File: config.mk
export PLATFORM = sky130hd
export DESIGN_NAME = fcsu_top
export DESIGN_NICKNAME = d
export VERILOG_FILES = /design/src/fcsu_pkg.sv /design/src/fcsu_top.sv
export SDC_FILE = /design/constraint.sdc
export NUM_CORES = 1
export LEC_CHECK = 0
export BUFFER_PORTS_ARGS = -buffer_cell sky130_fd_sc_hd__buf_4
export CAP_MARGIN = 25
export CORE_MARGIN = 3
export CORE_UTILIZATION = 62
export DETAILED_ROUTE_END_ITERATION = 8
export PLACE_DENSITY_LB_ADDON = 0.1
export SYNTH_ARGS = -nofsm -noshare
export SYNTH_HDL_FRONTEND = slang
export SYNTH_SLANG_ARGS = --single-unit
export TNS_END_PERCENT = 20
File: constraint.sdc
create_clock -name mclk -period 6 [get_ports mclk]
set_input_delay 1.5 -clock mclk [delete_from_list [all_inputs] [get_ports mclk]]
set_output_delay 1.5 -clock mclk [all_outputs]
set_load 0.01 [all_outputs]
File: src/fcsu_pkg.sv
// constants for the frame check sequence unit
package fcsu_pkg;
  // register indices, byte address is four times the index
  localparam logic [7:0] CTRL_IDX = 8'h04;
  localparam logic [7:0] STAT_IDX = 8'h06;
  localparam logic [7:0] MODE_IDX = 8'h08;
  localparam logic [7:0] INFO_IDX = 8'h09;
  // register fields and reset values
  localparam int AUTOCRC_BIT = 5;
  localparam int CRCVAL_BIT = 7;
  localparam int AACK_BIT = 0;
  localparam int ARET_BIT = 1;
  localparam logic [7:0] CTRL_RST = 8'h22;
  // checksum generator x^16+x^12+x^5+1, bit reversed for lsb-first shifting
  localparam logic [15:0] CRC_POLY_REV = 16'h8408;
  localparam logic [15:0] CRC_INIT = 16'h0000;
  // frame lengths
  localparam logic [6:0] LEN_MIN_GEN = 7'h03;
  localparam logic [6:0] LEN_MAX = 7'h7f;
  localparam logic [6:0] LEN_MIN_CHK = 7'h02;
  localparam logic [6:0] ACK_LEN = 7'h05;
  // frame control field layout
  localparam logic [2:0] FT_DATA = 3'h1;
  localparam logic [2:0] FT_ACK = 3'h2;
  localparam logic [2:0] FT_CMD = 3'h3;
  localparam int SEC_BIT = 3;
  localparam int ARQ_BIT = 5;
  localparam int PANC_BIT = 6;
  localparam int DAM_LO = 10;
  localparam int FV_LO = 12;
  localparam int SAM_LO = 14;
  localparam logic [1:0] AM_NONE = 2'h0;
  localparam logic [1:0] AM_SHORT = 2'h2;
  // address field sizes in octets
  localparam logic [4:0] PAN_OCT = 5'h02;
  localparam logic [4:0] SHORT_OCT = 5'h02;
  localparam logic [4:0] EXT_OCT = 5'h08;
  // transmit sequencer states
  typedef enum logic [4:0] {
    ST_IDLE = 5'b00001,
    ST_PASS = 5'b00010,
    ST_ACK = 5'b00100,
    ST_FCS0 = 5'b01000,
    ST_FCS1 = 5'b10000
  } fcsu_tx_t;
endpackage

File: src/fcsu_top.sv
// frame check sequence unit with apb registers, transmit and receive paths
//
// Our own choice: register access over APB.
`timescale 1ns/100ps
module fcsu_top
  import fcsu_pkg::*;
#(
  parameter int ADDR_W = 12
) (
  input wire logic mclk, // 250 MHz clock
  input wire logic rstn, // synchronous reset
  input wire logic psel, // apb select
  input wire logic penable, // apb enable
  input wire logic pwrite, // apb direction
  input wire logic [ADDR_W-1:0] paddr, // apb byte address
  input wire logic [31:0] pwdata, // apb write data
  output logic [31:0] prdata, // apb read data
  output logic pready, // apb ready
  output logic pslverr, // apb error
  input wire logic txStart, // start frame from buffer
  input wire logic [6:0] txLen, // frame length N
  output logic txBusy, // sequencer busy
  input wire logic [7:0] txByte, // buffer octet
  input wire logic txValid, // buffer octet valid
  output logic txReady, // buffer octet taken
  output logic [7:0] txOutByte, // link octet, bit 0 first
  output logic txOutLast, // last octet of frame
  output logic txOutValid, // link octet valid
  input wire logic txOutReady, // link takes octet
  output logic [6:0] txOutLen, // length of frame on link
  input wire logic rxStart, // received frame begins
  input wire logic [6:0] rxLen, // received length N
  input wire logic [7:0] rxByte, // received octet
  input wire logic rxValid, // received octet valid
  output logic frameEnd, // frame end event
  output logic ackAccept, // acknowledgement accepted
  output logic ackReject // acknowledgement refused
);

  if (ADDR_W < 6 || ADDR_W > 32) begin : g_bad_addr
    $error("fcsu_top: ADDR_W out of range");
  end

  // one octet through the lsb-first checksum shifter
  function automatic logic [15:0] crc_byte(input logic [15:0] c, input logic [7:0] d);
    logic [15:0] r;
    r = c;
    for (int i = 0; i < 8; i++) begin
      if (r[0] ^ d[i]) begin
        r = (r >> 1) ^ CRC_POLY_REV;
      end else begin
        r = r >> 1;
      end
    end
    return r;
  endfunction

  // octets taken by one address field
  function automatic logic [4:0] addr_oct(input logic [1:0] m);
    if (m == AM_SHORT) begin
      return SHORT_OCT;
    end else if (m == 2'h3) begin
      return EXT_OCT;
    end
    return 5'h00;
  endfunction

  // header summary: [4:0] address octets, 5 ok, 6 and 8 security header, 7 and 9 format
  function automatic logic [9:0] hdr_info(input logic [15:0] f);
    logic [1:0] dm;
    logic [1:0] sm;
    logic [4:0] n;
    logic ok;
    dm = f[DAM_LO+:2];
    sm = f[SAM_LO+:2];
    n = 5'h00;
    if (dm != AM_NONE) begin
      n = PAN_OCT + addr_oct(dm);
    end
    if (sm != AM_NONE) begin
      n = n + addr_oct(sm);
      if (!(dm != AM_NONE && f[PANC_BIT])) begin
        n = n + PAN_OCT;
      end
    end
    ok = (dm != AM_NONE) || (sm != AM_NONE) || (f[2:0] == FT_ACK);
    return {f[FV_LO+1], f[SEC_BIT], f[FV_LO], f[SEC_BIT], ok, n};
  endfunction

  ////////////////////////////////////////////////////////////////////////////
  // registers and apb slave

  logic [7:0] ctrl_r;
  logic [1:0] mode_r;
  logic crcValid_r;
  logic [9:0] info_r;
  logic [31:0] prdata_r;
  logic [ADDR_W-3:0] regIdx;
  logic regHit;
  logic wrEn;
  logic [31:0] rdVal;

  // register index decode, byte address is index times four
  always_comb begin
    regIdx = paddr[ADDR_W-1:2];
    regHit = (paddr[1:0] == 2'h0) &&
             ((regIdx == (ADDR_W-2)'(CTRL_IDX)) || (regIdx == (ADDR_W-2)'(STAT_IDX)) ||
              (regIdx == (ADDR_W-2)'(MODE_IDX)) || (regIdx == (ADDR_W-2)'(INFO_IDX)));
    rdVal = 32'h00000000;
    case (regIdx)
      (ADDR_W-2)'(CTRL_IDX): rdVal = {24'h000000, ctrl_r};
      (ADDR_W-2)'(STAT_IDX): rdVal = {24'h000000, crcValid_r, 7'h00};
      (ADDR_W-2)'(MODE_IDX): rdVal = {30'h0, mode_r};
      (ADDR_W-2)'(INFO_IDX): rdVal = {22'h0, info_r};
      default: rdVal = 32'h00000000;
    endcase
    // misaligned or unmapped places read as zero
    if (!regHit) begin
      rdVal = 32'h00000000;
    end
  end

  assign wrEn = psel && penable && pwrite && regHit;
  assign pready = psel && penable;
  assign pslverr = psel && penable && !regHit;
  assign prdata = prdata_r;

  // read data captured in the setup cycle
  always_ff @(posedge mclk) begin
    if (!rstn) begin
      prdata_r <= 32'h00000000;
    end else if (psel && !penable) begin
      prdata_r <= rdVal;
    end
  end

  always_ff @(posedge mclk) begin
    if (!rstn) begin
      ctrl_r <= CTRL_RST;
      mode_r <= 2'h0;
    end else if (wrEn && regIdx == (ADDR_W-2)'(CTRL_IDX)) begin
      ctrl_r <= pwdata[7:0];
    end else if (wrEn && regIdx == (ADDR_W-2)'(MODE_IDX)) begin
      mode_r <= pwdata[1:0];
    end
  end

  logic autoCrc;
  logic autoAck;
  logic autoRet;
  assign autoCrc = ctrl_r[AUTOCRC_BIT];
  assign autoAck = mode_r[AACK_BIT];
  assign autoRet = mode_r[ARET_BIT];

  ////////////////////////////////////////////////////////////////////////////
  // receive checker

  logic rxAct_r;
  logic [6:0] rxLen_r;
  logic [6:0] rxCnt_r;
  logic [15:0] rxCrc_r;
  logic [15:0] rxFcf_r;
  logic [7:0] rxSeq_r;
  logic [15:0] rxCrcNxt;
  logic [15:0] fcfNow;
  logic [7:0] seqNow;
  logic rxEnd;
  logic rxOk;
  logic isAck;

  always_comb begin
    rxCrcNxt = crc_byte(rxCrc_r, rxByte);
    rxEnd = rxAct_r && rxValid && (rxCnt_r + 7'h01 == rxLen_r);
    fcfNow = rxFcf_r;
    if (rxCnt_r == 7'h00) begin
      fcfNow[7:0] = rxByte;
    end else if (rxCnt_r == 7'h01) begin
      fcfNow[15:8] = rxByte;
    end
    seqNow = (rxCnt_r == 7'h02) ? rxByte : rxSeq_r;
    // residue zero over header, payload and checksum
    rxOk = (rxLen_r >= LEN_MIN_CHK) && (rxCrcNxt == 16'h0000);
    isAck = (fcfNow[2:0] == FT_ACK) && (rxLen_r == ACK_LEN);
  end

  always_ff @(posedge mclk) begin
    if (!rstn) begin
      rxAct_r <= 1'b0;
      rxLen_r <= 7'h00;
      rxCnt_r <= 7'h00;
      rxCrc_r <= CRC_INIT;
      rxFcf_r <= 16'h0000;
      rxSeq_r <= 8'h00;
    end else if (rxStart) begin
      rxAct_r <= (rxLen != 7'h00);
      rxLen_r <= rxLen;
      rxCnt_r <= 7'h00;
      rxCrc_r <= CRC_INIT;
    end else if (rxAct_r && rxValid) begin
      rxCrc_r <= rxCrcNxt;
      rxCnt_r <= rxCnt_r + 7'h01;
      rxFcf_r <= fcfNow;
      rxSeq_r <= seqNow;
      if (rxEnd) begin
        rxAct_r <= 1'b0;
      end
    end
  end

  logic [7:0] txSeq_r;
  logic retAck;
  assign retAck = autoRet && isAck;

  // frame end suppressed for bad frames in auto-acknowledge
  always_ff @(posedge mclk) begin
    if (!rstn) begin
      frameEnd <= 1'b0;
      ackAccept <= 1'b0;
      ackReject <= 1'b0;
    end else begin
      frameEnd <= rxEnd && !retAck && !(autoAck && !rxOk);
      ackAccept <= rxEnd && retAck && rxOk && (seqNow == txSeq_r);
      ackReject <= rxEnd && retAck && !(rxOk && (seqNow == txSeq_r));
    end
  end

  // flag and header summary change only with frame end
  always_ff @(posedge mclk) begin
    if (!rstn) begin
      crcValid_r <= 1'b0;
      info_r <= 10'h000;
    end else if (rxEnd && !retAck && !(autoAck && !rxOk)) begin
      crcValid_r <= rxOk;
      info_r <= hdr_info(fcfNow);
    end
  end

  ////////////////////////////////////////////////////////////////////////////
  // transmit sequencer

  fcsu_tx_t txSt_r;
  logic [6:0] txCnt_r;
  logic [6:0] txLen_r;
  logic txGen_r;
  logic [15:0] txCrc_r;
  logic ackPend_r;
  logic [7:0] ackSeq_r;
  logic outValid_r;
  logic [7:0] outByte_r;
  logic outLast_r;
  logic [6:0] outLen_r;
  logic adv;
  logic load;
  logic [7:0] byteNxt;
  logic lastNxt;
  logic ackReq;
  logic ackTake;

  assign adv = !outValid_r || txOutReady;
  assign txReady = (txSt_r == ST_PASS) && adv;
  assign txBusy = (txSt_r != ST_IDLE);
  assign txOutByte = outByte_r;
  assign txOutLast = outLast_r;
  assign txOutValid = outValid_r;
  assign txOutLen = outLen_r;
  assign ackTake = (txSt_r == ST_IDLE) && ackPend_r;
  assign ackReq = rxEnd && autoAck && rxOk && fcfNow[ARQ_BIT] &&
                  (fcfNow[2:0] == FT_DATA || fcfNow[2:0] == FT_CMD);

  // next link octet
  always_comb begin
    load = 1'b0;
    byteNxt = 8'h00;
    lastNxt = 1'b0;
    case (txSt_r)
      ST_PASS: begin
        load = txValid && adv;
        byteNxt = txByte;
        lastNxt = !txGen_r && (txCnt_r + 7'h01 == txLen_r);
      end
      ST_ACK: begin
        load = adv;
        byteNxt = (txCnt_r == 7'h00) ? {5'h00, FT_ACK} :
                  (txCnt_r == 7'h01) ? 8'h00 : ackSeq_r;
      end
      // low remainder byte first, r0 in bit 0
      ST_FCS0: begin
        load = adv;
        byteNxt = txCrc_r[7:0];
      end
      ST_FCS1: begin
        load = adv;
        byteNxt = txCrc_r[15:8];
        lastNxt = 1'b1;
      end
      default: begin
        load = 1'b0;
      end
    endcase
  end

  // pending acknowledgement, a new request wins over the take
  always_ff @(posedge mclk) begin
    if (!rstn) begin
      ackPend_r <= 1'b0;
      ackSeq_r <= 8'h00;
    end else if (ackReq) begin
      ackPend_r <= 1'b1;
      ackSeq_r <= seqNow;
    end else if (ackTake) begin
      ackPend_r <= 1'b0;
    end
  end

  // sequencer state, count and checksum
  always_ff @(posedge mclk) begin
    if (!rstn) begin
      txSt_r <= ST_IDLE;
      txCnt_r <= 7'h00;
      txLen_r <= 7'h00;
      txGen_r <= 1'b0;
      txCrc_r <= CRC_INIT;
      txSeq_r <= 8'h00;
      outLen_r <= 7'h00;
    end else begin
      case (txSt_r)
        ST_IDLE: begin
          txCnt_r <= 7'h00;
          txCrc_r <= CRC_INIT;
          if (ackPend_r) begin
            txSt_r <= ST_ACK;
            txGen_r <= 1'b1;
            txLen_r <= ACK_LEN;
            outLen_r <= ACK_LEN;
          end else if (txStart && txLen != 7'h00) begin
            txSt_r <= ST_PASS;
            txGen_r <= autoCrc && txLen >= LEN_MIN_GEN && txLen <= LEN_MAX;
            txLen_r <= txLen;
            outLen_r <= txLen;
          end
        end
        ST_PASS: begin
          if (load) begin
            txCrc_r <= crc_byte(txCrc_r, txByte);
            txCnt_r <= txCnt_r + 7'h01;
            if (txCnt_r == 7'h02) begin
              txSeq_r <= txByte;
            end
            // only N-2 octets drawn when generating
            if (txGen_r && txCnt_r + 7'h03 == txLen_r) begin
              txSt_r <= ST_FCS0;
            end else if (lastNxt) begin
              txSt_r <= ST_IDLE;
            end
          end
        end
        ST_ACK: begin
          if (load) begin
            txCrc_r <= crc_byte(txCrc_r, byteNxt);
            txCnt_r <= txCnt_r + 7'h01;
            if (txCnt_r == 7'h02) begin
              txSt_r <= ST_FCS0;
            end
          end
        end
        ST_FCS0: begin
          if (load) begin
            txSt_r <= ST_FCS1;
          end
        end
        ST_FCS1: begin
          if (load) begin
            txSt_r <= ST_IDLE;
          end
        end
        default: txSt_r <= ST_IDLE;
      endcase
    end
  end

  // link output holding register
  always_ff @(posedge mclk) begin
    if (!rstn) begin
      outValid_r <= 1'b0;
      outByte_r <= 8'h00;
      outLast_r <= 1'b0;
    end else if (load) begin
      outValid_r <= 1'b1;
      outByte_r <= byteNxt;
      outLast_r <= lastNxt;
    end else if (txOutReady) begin
      outValid_r <= 1'b0;
    end
  end

  ////////////////////////////////////////////////////////////////////////////
  // checks

  chk_ctrl_reset: assert property (
    @(posedge mclk) !rstn |=> ctrl_r[AUTOCRC_BIT] && !crcValid_r)
    else $error("generation bit not one after reset");

  chk_fcs_low_byte: assert property (
    @(posedge mclk) disable iff (!rstn)
    txSt_r == ST_FCS0 && adv |=> outByte_r == $past(txCrc_r[7:0]) && txSt_r == ST_FCS1)
    else $error("low checksum octet wrong");

  chk_gen_replace: assert property (
    @(posedge mclk) disable iff (!rstn)
    txSt_r == ST_PASS && txGen_r && load && txCnt_r + 7'h03 == txLen_r
    |=> txSt_r == ST_FCS0 && !outLast_r)
    else $error("checksum not placed at N-2");

  chk_ack_fcs: assert property (
    @(posedge mclk) disable iff (!rstn)
    txSt_r == ST_ACK && load && txCnt_r == 7'h02 |=> txSt_r == ST_FCS0)
    else $error("reply without checksum");

  chk_ack_seq: assert property (
    @(posedge mclk) disable iff (!rstn)
    txSt_r == ST_ACK && load && txCnt_r == 7'h02 |=> outByte_r == $past(ackSeq_r))
    else $error("reply sequence not echoed");

  chk_flag_hold: assert property (
    @(posedge mclk) disable iff (!rstn)
    $changed(crcValid_r) |-> frameEnd)
    else $error("valid flag changed without frame end");

  chk_aack_drop: assert property (
    @(posedge mclk) disable iff (!rstn)
    rxEnd && autoAck && !rxOk |=> !frameEnd && $stable(crcValid_r))
    else $error("bad frame raised frame end");

  chk_aret_refuse: assert property (
    @(posedge mclk) disable iff (!rstn)
    rxEnd && retAck && (!rxOk || seqNow != txSeq_r) |=> ackReject && !ackAccept)
    else $error("bad acknowledgement accepted");

  chk_rx_clear: assert property (
    @(posedge mclk) disable iff (!rstn)
    rxStart |=> rxCrc_r == CRC_INIT && rxCnt_r == 7'h00)
    else $error("checksum not cleared at frame start");

  chk_short_frame: assert property (
    @(posedge mclk) disable iff (!rstn)
    rxEnd && rxLen_r < LEN_MIN_CHK && !autoAck && !retAck |=> frameEnd && !crcValid_r)
    else $error("short frame reported valid");

endmodule

### Word-level counts from Yosys, hierarchy flattened

Cells that the tools add are included.

| storage, ports and cells | value |
|---|---|
| input port bits | 84 |
| register bits after elaboration | 173 |
| output and inout port bits | 56 |
| logic and storage cells | 328 |

| cells by class | value |
|---|---|
| equality and inequality tests | 34 |
| muxes and demuxes | 130 |
| bitwise gates (word level) | 51 |
| magnitude comparators | 3 |
| reduce and logical (&&, ||, !) cells | 77 |
| add/sub/neg operators | 6 |

Operators by type and width:

| operator | number |
|---|---|
| two-way mux 16 bit | 68 |
| two-way mux 5 bit | 26 |
| inverter 2 -> 3 bit | 23 |
| case mux 16 bit (3 select lines) | 1 |
| two-way mux 8 bit | 5 |
| case mux 10 bit (4 select lines) | 1 |
| logical AND 1 bit | 34 |
| case mux 8 bit (4 select lines) | 1 |
| two-way mux 7 bit | 4 |
| case mux 5 bit (5 select lines) | 1 |
| bitwise XOR 1 bit | 24 |
| == test 7 bit | 3 |
| == test 10 x 3 -> 1 bit, second input constant | 2 |
| == test 10 x 4 -> 1 bit, second input constant | 2 |
| two-way mux 1 bit | 19 |
| logical NOT 16 bit | 1 |
| nonzero test 2 bit | 8 |
| adder 7 x 1 -> 7 bit, second input constant | 2 |
| == test 7 x 1 -> 1 bit, second input constant | 2 |
| == test 7 x 2 -> 1 bit, second input constant | 2 |
| greater-or-equal comparator 7 x 2 -> 1 bit, second input constant | 2 |
| logical NOT 7 bit | 2 |
| case mux 7 bit (2 select lines) | 1 |
| nonzero test 7 bit | 2 |
| 32 further kinds | 65 |

### Depth between registers and ports, before layout

Gate-level depths: netlist (run 1).

| depth | value |
|---|---|
| depth after elaboration | 43 |
| mapped depth | 14 |
| gate-level depth less buffers | 14 |

### Worst setup path before layout (run 1)

Ideal clock, no wire load.

| timing path | value |
|---|---|
| path type | input -> output |
| start | in paddr[2] |
| end | out pslverr |
| buffers on the path | 1 |
| path slack | 1.708 ns |
| data required time | 4.500 ns |
| stages | 5 |
| data arrival time | 2.792 ns |
| cell sequence | clkbuf_1 > or3b_2 > nor2b_1 > nor4_1 > nor2b_1 |

| on the way | value |
|---|---|
| cells in the longest elaborated chain, start to end | 7 |
| elaborated cells on any way between the ends | 10 |
| those cells by class | eq/ne: 4; reduce/logical: 6 |

RTL lines:

| item | RTL line | RTL |
|---|---|---|
| from (decl) | fcsu_top.sv:15 | `input wire logic [ADDR_W-1:0] paddr,` |
| == test 10 x 3 -> 1 bit | fcsu_top.sv:107 | `((regIdx == (ADDR_W-2)'(CTRL_IDX)) \|\| (regIdx == (ADDR_W-2)'(STAT_IDX)) \|\|` |
| logical OR 1 bit (2 in a row) | fcsu_top.sv:107 |  |
| logical OR 1 bit * | fcsu_top.sv:108 | `(regIdx == (ADDR_W-2)'(MODE_IDX)) \|\| (regIdx == (ADDR_W-2)'(INFO_IDX)));` |
| logical AND 1 bit * | fcsu_top.sv:106 | `regHit = (paddr[1:0] == 2'h0) &&` |
| logical NOT 1 bit * | fcsu_top.sv:125 | `assign pslverr = psel && penable && !regHit;` |
| logical AND 1 bit * | fcsu_top.sv:125 |  |
| to (decl) | fcsu_top.sv:19 | `output logic pslverr,` |

Mark *: on every way between the ends. The rest lies on a longest branch, timed or not.

### Final worst setup path (run 1)

Ends and elaborated chain as after synthesis.

==> results of run 1 <==
critical path: cells and delay by family:
kind,cells,cell delay (ns)
and+or+nand+nor,4,1.18
buffers and inverters,2,0.30
power by group:
group / switching [mW] / internal [mW] / leakage [nW]
registers: 0.0831 / 1.03 / 1.18
logic: 0.420 / 0.323 / 2.38
clock network: 0.409 / 0.706 / 0.294
total: 0.913 / 2.06 / 3.85
area by class of cell:
| type | instances | share of cell area |
|---|---|---|
| inverter | 19 | 0.007208 |
| timing repair buffer | 99 | 0.07486 |
| clock inverter | 8 | 0.01265 |
| sequential | 146 | 0.2954 |
| clock buffer | 23 | 0.05033 |
| tap | 176 | 0.02226 |
| multi-input combinational | 827 | 0.5373 |
path summary, 6_finish.rpt:
check	from	depth (start not counted)	to
worst max-delay path	paddr[2]	6	pslverr
worst min register to register	prdata[2]$_SDFFE_PN0P_	2	prdata[2]$_SDFFE_PN0P_
worst max register to register	rxCnt_r[0]$_SDFFE_PP0P_	14	info_r[4]$_SDFFE_PN0P_
worst min-delay path	prdata[2]$_SDFFE_PN0P_	2	prdata[2]$_SDFFE_PN0P_
registers in the layout (all words and copies together), names as in the netlist, 2 cells and up:
register	cells
rxFcf_r	12
txSt_r	5
txCnt_r	7
txOutByte	8
rxSeq_r	8
txSeq_r	8
rxCnt_r	7
txCrc_r	16
info_r	8
rxCrc_r	16
rxLen_r	7
ackSeq_r	8
mode_r	2
prdata	10
txOutLen	7
ctrl_r	8
per-layer routing:
layer | track usage | wire [um] | vias to the layer above
met5 | 0 | 0 | -
met4 | 0.08059 | 383 | 0
met3 | 0.06132 | 1451 | 42
met2 | 0.4466 | 10170 | 312
met1 | 0.3839 | 10090 | 3742
li1 | - | - | 3855
cells in the final DEF (no fill, tap or decap), types with 5 or more instances in the layout:
| master | count |
|---|---|
| nand3b_1 | 6 |
| a21o_1 | 5 |
| a22oi_1 | 14 |
| mux2_2 | 7 |
| nand4_1 | 11 |
| or4_1 | 10 |
| o21ai_0 | 42 |
| nor2_1 | 136 |
| buf_4 | 98 |
| a31oi_1 | 5 |
| o31ai_1 | 5 |
| conb_1 | 22 |
| inv_1 | 18 |
| a211oi_1 | 22 |
| mux2i_1 | 46 |
| nand3_1 | 42 |
| nand2_1 | 74 |
| dfxtp_1 | 146 |
| ha_1 | 12 |
| xnor2_1 | 54 |
| o21a_1 | 5 |
| a311oi_1 | 6 |
| nor3b_1 | 8 |
| or3_1 | 11 |
| nor2b_1 | 11 |
| nor4_1 | 9 |
| a21oi_1 | 77 |
| clkbuf_16 | 17 |
| clkbuf_8 | 5 |
| nand2b_1 | 13 |
| o211ai_1 | 16 |
| a21boi_0 | 5 |
| xor2_1 | 34 |
| and2_1 | 10 |
| nor3_1 | 19 |
| a22o_1 | 5 |
| and3_1 | 8 |
| o21ai_1 | 6 |
kinds of logic (layout without fill, tap and decap cells):
family                   Yosys count  after routing
multiplexers                      53             53
other                              1             22
buffers and inverters            109            149
XOR/XNOR                          92             92
AND/OR/NAND/NOR                  389            389
flip-flops                       146            146
adder cells (fa/ha/maj)           12             12
AO/OA/AOI/OAI                    259            259
==> flow_summary.toml, run 1 <==
[clocking]
cts_tree = "yes"
cts-root-buf = "clkbuf_16"
insertion_delay_ns = 0.43
cts_resized = 0
path_clk_slew_ns = 0.06
cts_setup_buffers = 0
clockBufferDepth = 2
hold_buffers = 0
cts_buffers = 17
h-tree-depth = 4
clock-sinks = 146

[setup_path]
path_cells = "buf_4, or3b_2, nor2b_1, nor4_1, nor2b_1, buf_4"
crit_path_start_kind = "primary input"
slowest_stage = "or3b_2"
cp.required_ns = 4.50
rrSetupSlack_ns = 2.06
cp_max_fo = 7
arrival_ns = 2.97
cpPeakStageDelay_ns = 0.50
crit_type = "in -> out"
end_kind = "primary output"

[cells_and_area]
multiInputGateArea_um2 = 5316
seq_area_um2 = 2923
nets = 1206
stdcell_area_um2 = 9894
num_antenna_cells = 0
fin_util = 0.7326
drive_gt1_frac = 0.1426
finalNonFillerCells = 1298
nFillCells = 1083
area_growth_pct = 13.59

[sta]
worst_slack_ns = 1.526
final.setup.tns_ns = 0
period_needed_ns = 4.474
clock-skew-final_ns = 0.01100
relSlewSlack = 0.3445
worst_pin_slew_ns = 0.9812
setup_viol_count_final = 0
slew_viol_final = 0
hold_viol_final = 0
finalCritPeriodShare = 0.7456
max_freq_mhz = 223.5
whs_ns = 0.4536
rsz0062_at_grt = "false"

[global_route]
antenna_found_initial = 0
grt_max_degree = 54
grt_use_total = 0.2803
overflow = 0
grt_pass1_wl_mm = 36.45
grt_pass1_vias = 7299

[pwr]
p_leak_nw = 3.852
power.density_nw_per_um2 = 300.5
ir_worst_vdd_v = 0.0002555
finalPower_mw = 2.973

[synthesis]
yosysWarnings = 0
synth_edf_count = 0
synthAdderAreaFrac = 0.01724
synth_compound_area_frac = 0.2030
yosys.area_share.simple = 0.2206
synth_top_area_frac = 0.3355
synth_top_family_by_area = "simple AND/OR/NAND/NOR gates"
synth_mux_area_frac = 0.06191
synth_most_common_cell = "dfxtp_1"
synthTopCellsByArea = "dfxtp_1 (34%), nor2_1 (5.9%), xnor2_1 (5.4%), mux2i_1 (5.3%), a21oi_1 (4.4%)"
ys_types = 84
synth_top_flop_cell = "dfxtp_1"
syn_avg_cell_area_um2 = 8.210
synth_xor_area_frac = 0.09810
ys_seq_area_frac = 0.3355
netlist.top_cell.by_area = "dfxtp_1"
ys_ff_latch = 146
synthArstFlopShare = 0
synthTopCellsByCount = "dfxtp_1 (146), nor2_1 (136), a21oi_1 (77)"
synthCells = 1061
synthesis.area_um2 = 8711

[floorplanning]
die_w_um = 124.5
rows = 42
start_util = 0.6450
core-area_um2 = 13510
fp.dieH_um = 124.5
ioPinCount = 140
die_area_um2 = 15510

[placed_design]
dpl_worst_slack_ns = 1.541
placed_cell_area_um2 = 9266
port_buffers = 93
dp.cells = 1266
dp_hpwl_mm = 15.39
gp_congestion = 0.8540

[hold_path]
hold_class = "reg -> reg"

[route]
routed_via_density = 6.126
postRouteAntennaNets = 0
vias = 7951
dr.pass1.iters = 6
wl_per_cell_um = 17.02
wl_mm = 22.10
drc_errors = 0
first_iter_violations = 610

[run]
maxCapViolCount = 0

[run_status]
outcome = "complete, no violations"
Note: power is estimated with default switching activity, not from simulation.
==> inputs of run 2 (changes only) <==
ABC_AREA = 1   (was default)
CORE_UTILIZATION = 52   (was 62)
clock period = 4 ns   (was 6 ns; I/O delays follow)
==> run 2 against run 1 <==
  * Non-clock buffer count is the same
  * Largest cell class unchanged
  * Critical endpoint unchanged
  * Critical path depth up 4
  * Sequential share of layout area decreased by 1.9 points
  * Hold slack improved by 0.0063 ns
  * Power increased by 65%
  * Highest routed layer unchanged
==> flow_summary.toml, run 2 <==
[run_status]
outcome = "complete, no violations"

[setup_path]
path_cells = "buf_4, nor2_1, nand2_1, nor3_1, inv_1, o21ai_0, nand3_1, inv_1, nor2_1, buf_4"
crit_type = "in -> out"
worstRegToRegCells = 15
cp.required_ns = 3.00
r2r-start = "rxCnt_r[0]$_SDFFE_PP0P_"
crit_path_start_kind = "primary input"
slowest_stage = "nor3_1"
worst_r2r_endpoint = "info_r[2]$_SDFFE_PN0P_"
cpPeakStageDelay_ns = 0.35
cp-startpoint = "paddr[7]"
cp_max_fo = 4
crit_end = "pslverr"
end_kind = "primary output"
arrival_ns = 2.21
rrSetupSlack_ns = 1.13

[synthesis]
synth_edf_count = 0
synth_top_area_frac = 0.3173
ys_types = 49
ys_seq_area_frac = 0.3173
synth_top_flop_cell = "dfxtp_1"
synthCells = 1459
synthTopCellsByCount = "nand2_1 (355), inv_1 (200), dfxtp_1 (146)"
syn_avg_cell_area_um2 = 6.314
synth_most_common_cell = "nand2_1"
synthTopCellsByArea = "dfxtp_1 (32%), nand2_1 (14%), inv_1 (8.1%), nand3_1 (7.4%), a21oi_1 (6.4%)"
netlist.top_cell.by_area = "dfxtp_1"
ys_ff_latch = 146
synthesis.area_um2 = 9213
synthArstFlopShare = 0
yosysWarnings = 0

[clocking]
cts_tree = "yes"
path_clk_slew_ns = 0.06
cts-root-buf = "clkbuf_16"
cts_resized = 0
clockBufferDepth = 2
cts_setup_buffers = 0
h-tree-depth = 4
insertion_delay_ns = 0.42
clock-sinks = 146
cts_buffers = 17
hold_buffers = 0

[run]
maxCapViolCount = 0

[sta]
max_freq_mhz = 311.5
final.setup.tns_ns = 0
clock-skew-final_ns = 0.008668
worst_pin_slew_ns = 0.6834
hold_viol_final = 0
period_needed_ns = 3.210
worst_slack_ns = 0.7896
setup_viol_count_final = 0
finalCritPeriodShare = 0.8026
rsz0062_at_grt = "false"
slew_viol_final = 0
relSlewSlack = 0.5444
whs_ns = 0.4599

[floorplanning]
ioPinCount = 140
core-area_um2 = 17300
die_w_um = 139.1
rows = 48
die_area_um2 = 19350
fp.dieH_um = 139.1
start_util = 0.5326

[cells_and_area]
fin_util = 0.6123
nets = 1630
final_cell_mix = "nand2_1 (355), inv_1 (200), dfxtp_1 (146)"
stdcell_area_um2 = 10590
nFillCells = 1635
num_antenna_cells = 0
drive_gt1_frac = 0.1332
final_common_cell = "nand2_1"
reg_top3 = "rxCrc_r x16, txCrc_r x16, rxFcf_r x12"
finalNonFillerCells = 1771
area_growth_pct = 14.95

[route]
wl_mm = 24.64
vias = 9214
drc_errors = 0
postRouteAntennaNets = 0
dr.pass1.iters = 5
routed_via_density = 5.203
first_iter_violations = 590
wl_per_cell_um = 13.91

[global_route]
grt_max_degree = 64
antenna_found_initial = 0
grt_pass1_vias = 8331
grt_pass1_wl_mm = 39.98
overflow = 0
grt_use_total = 0.2481

[placed_design]
dp.cells = 1740
placed_cell_area_um2 = 9948
gp_congestion = 0.9307
dpl_worst_slack_ns = 0.7954
port_buffers = 93
dp_hpwl_mm = 18.17

[pwr]
p_leak_nw = 5.010
ir_worst_vdd_v = 0.0004199
finalPower_mw = 4.898
power.density_nw_per_um2 = 462.5

[hold_path]
hold_class = "reg -> reg"
-- run 2: cell types whose count changed in the layout (fill, tap and decap cells not counted), sizes merged, moves of 13 or more --
cell and change:
nand2 +304, a21oi +40, xor2 -18, o21ai +73
inv +204, mux2i -46, a211oi -14, nand2b -13
xnor2 -32, nand3 +100, a22oi -14
-- run 2: area by class of cell --
type                    instances  area [um2]  area share
inverters                     223       837.1     0.07904
multi-input cells            1047        5164      0.4876
clock buffers                  21       460.4     0.04348
repair buffers                 99       743.2     0.07018
clock inverters                10       181.4     0.01713
well taps                     225       281.5     0.02658
flip-flops and latches        146        2923      0.2760
-- run 2: worst min path at each step --
stage,start,endpoint,slack (ns),cells after the start
3_5_place_dp,ctrl_r[0]$_SDFFE_PN0P_,ctrl_r[0]$_SDFFE_PN0P_,0.45,2
6_report,ctrl_r[7]$_SDFFE_PN0P_,ctrl_r[7]$_SDFFE_PN0P_,0.46,2
2_1_floorplan,info_r[5]$_SDFFE_PN0P_,info_r[5]$_SDFFE_PN0P_,0.43,2
4_1_cts,ctrl_r[7]$_SDFFE_PN0P_,ctrl_r[7]$_SDFFE_PN0P_,0.46,2
3_3_place_gp,ctrl_r[7]$_SDFFE_PN0P_,ctrl_r[7]$_SDFFE_PN0P_,0.45,2
5_1_grt,info_r[2]$_SDFFE_PN0P_,info_r[2]$_SDFFE_PN0P_,0.48,2
-- run 2: logic make-up (layout without fill, tap and decap cells) --
kind of cell               Yosys count  after routing  synth area share
DFF                                146            146            0.3173
other                                1             22         0.0004071
xor gates and xnor gates            39             39           0.03708
buffers and inverters              287            353            0.1308
AOI/OAI and AO/OA                  274            274            0.1607
and+or+nand+nor                    700            700            0.3375
adders and majority gates           12             12           0.01630
-- run 2: layer usage --
layer | wire (um) | GRT usage | up-vias
met5 | 0 | 0 | -
met4 | 333 | 0.07106 | 0
met3 | 1120 | 0.04172 | 25
met2 | 11970 | 0.4265 | 222
met1 | 11220 | 0.3216 | 4155
li1 | - | - | 4812
-- run 2: report_power, final --
group	internal (mW)	switching [mW]	total (mW)
clock	1.14	0.623	1.76
combinational	0.478	0.960	1.44
sequential	1.57	0.128	1.70
-- run 2: critical path, delay by kind of cell --
kind            cells  cell delay, ns
simple gates        5            0.69
buf+inv             4            0.45
compound gates      1            0.08
==> inputs of run 3 (changes only) <==
clock period = 2.8 ns   (was 4 ns; I/O delays follow)
==> run 3 against run 2 <==
  * Clock-buffer cell count shrank 2
  * Cell area grew 0.28%
  * Sequential power grew 44%
  * Flip-flop and latch count is the same
  * Critical endpoint is now info_r[2]$_SDFFE_PN0P_
  * Highest routed layer unchanged
==> flow_summary.toml, run 3 (same netlist as run 2, synthesis figures left out) <==
[run_status]
outcome = "complete, no violations"

[clocking]
hold_buffers = 0
path_clk_slew_ns = 0.06
cts-root-buf = "clkbuf_16"
cts_tree = "yes"
cts_buffers = 17
clockBufferDepth = 2
clock-sinks = 146
cts_setup_buffers = 0
h-tree-depth = 4
insertion_delay_ns = 0.43

[route]
first_iter_violations = 609
wl_per_cell_um = 13.69
vias = 9240
postRouteAntennaNets = 0
dr.pass1.iters = 7
wl_mm = 24.39
routed_via_density = 5.185
drc_errors = 0

[cells_and_area]
nets = 1641
fin_util = 0.6140
nFillCells = 1700
area_growth_pct = 15.28
final_common_cell = "nand2_1"
drive_gt1_frac = 0.1407
num_antenna_cells = 0
reg_top3 = "rxCrc_r x16, txCrc_r x16, rxFcf_r x12"
final_cell_mix = "nand2_1 (355), inv_1 (200), dfxtp_1 (146)"

[sta]
period_needed_ns = 2.593
final.setup.tns_ns = 0
hold_viol_final = 0
slew_viol_final = 0
setup_viol_count_final = 0
relSlewSlack = 0.5466
clock-skew-final_ns = 0.01183
rsz0062_at_grt = "false"
max_freq_mhz = 385.6
worst_pin_slew_ns = 0.6801
finalCritPeriodShare = 0.9261

[pwr]
ir_worst_vdd_v = 0.0007085
finalPower_mw = 6.792
power.density_nw_per_um2 = 639.5
p_leak_nw = 5.033

[hold_path]
holdPathStages = 2
hold_class = "reg -> reg"

[setup_path]
path_cells = "inv_1, ha_1, inv_1, nand2_1, nor2_4, nand3_1, nand2_2, inv_1, ha_1, ha_1, a21oi_1, o21ai_1, nand3_1, a21oi_1"
cpPeakStageDelay_ns = 0.36
arrival_ns = 2.94
rrSetupSlack_ns = 0.21
crit_family = "adder cells"
worst_r2r_endpoint = "info_r[2]$_SDFFE_PN0P_"
cp.depth = 14
cp.required_ns = 3.14
cp-startpoint = "rxCnt_r[0]$_SDFFE_PP0P_"
crit_path_start_kind = "flip-flop"
cp_max_fo = 8
r2r-start = "rxCnt_r[0]$_SDFFE_PP0P_"
crit_end = "info_r[2]$_SDFFE_PN0P_"
crit_buf_inv = 3
end_kind = "flip-flop"
worstRegToRegCells = 14
crit_type = "reg -> reg"
slowest_stage = "dfxtp_1"

[global_route]
grt_pass1_vias = 8465
grt_pass1_wl_mm = 40.57
grt_use_met2 = 0.4252
antenna_found_initial = 0
grt_max_degree = 61
grt_use_total = 0.2504
overflow = 0
busiest_layer = "met2"
met1_usage = 0.3270
grt_use_met3 = 0.04379

[floorplanning]
start_util = 0.5326
core-area_um2 = 17300
ioPinCount = 140
fp.dieH_um = 139.1
rows = 48
die_area_um2 = 19350
die_w_um = 139.1

[run]
maxCapViolCount = 0

[placed_design]
dp_hpwl_mm = 18.16
gp_congestion = 0.8975
port_buffers = 93
run 3: changes by cell type in the layout (fill, tap and decap cells not counted), sizes merged:
| cell | before | now |
|---|---|---|
| clkinvlp | 1 | 4 |
| clkbuf | 21 | 19 |
| bufinv | 5 | 2 |
| buf | 99 | 110 |
| inv | 223 | 225 |
run 3: per-stage QoR:
stage	setup slack, ns	area (um2)	hold slack (ns)	instances
2_1_floorplan	0.4168	9291	0.4268	1480
3_3_place_gp	0.1412	10030	0.4450	1751
3_5_place_dp	0.1113	10030	0.4495	1751
4_1_cts	0.1456	10620	0.4584	1782
5_1_grt	0.03437	10620	0.4815	1782
6_report	0.2069	10620	0.4571	1782
run 3: layout make-up:
type | count | area, um2 | share of cell area
timing repair buffer | 110 | 825.8 | 0.07776
multi-input combinational | 1047 | 5169 | 0.4867
clock inverter | 12 | 131.4 | 0.01237
clock buffer | 19 | 452.9 | 0.04265
tap | 225 | 281.5 | 0.02651
inverter | 223 | 837.1 | 0.07882
sequential | 146 | 2923 | 0.2752
run 3: layer usage:
metal  vias to the layer above  share of wire
li1                       4826              -
met2                       230           0.48
met3                        37          0.046
met5                         -              0
met4                         0          0.017
met1                      4147           0.45
run 3: how the worst min path moves through the flow:
stage,startpoint,endpoint
3_5_place_dp,ctrl_r[0]$_SDFFE_PN0P_,ctrl_r[0]$_SDFFE_PN0P_
4_1_cts,ctrl_r[7]$_SDFFE_PN0P_,ctrl_r[7]$_SDFFE_PN0P_
2_1_floorplan,info_r[5]$_SDFFE_PN0P_,info_r[5]$_SDFFE_PN0P_
5_1_grt,ctrl_r[7]$_SDFFE_PN0P_,ctrl_r[7]$_SDFFE_PN0P_
6_report,ctrl_r[0]$_SDFFE_PN0P_,ctrl_r[0]$_SDFFE_PN0P_
3_3_place_gp,ctrl_r[0]$_SDFFE_PN0P_,ctrl_r[0]$_SDFFE_PN0P_
run 3: timing repair:
item	4_1_cts	5_1_grt
resized for setup	0	2
hold endpoints to repair	0	0
endpoints found under the setup margin	0	1
run 3: worst reg2reg max path: cells and delay by family (launching register included):
kind                       cells  cell delay, ns
DFF                            1            0.36
adders and majority gates      3            0.84
buffers and inverters          3            0.25
and+or+nand+nor                5            0.72
AOI/OAI and AO/OA              3            0.35
run 3: power by group:
group	switching, mW	internal [mW]	total, mW
combinational	1.37	0.712	2.08
sequential	0.187	2.25	2.44
clock	0.924	1.36	2.28
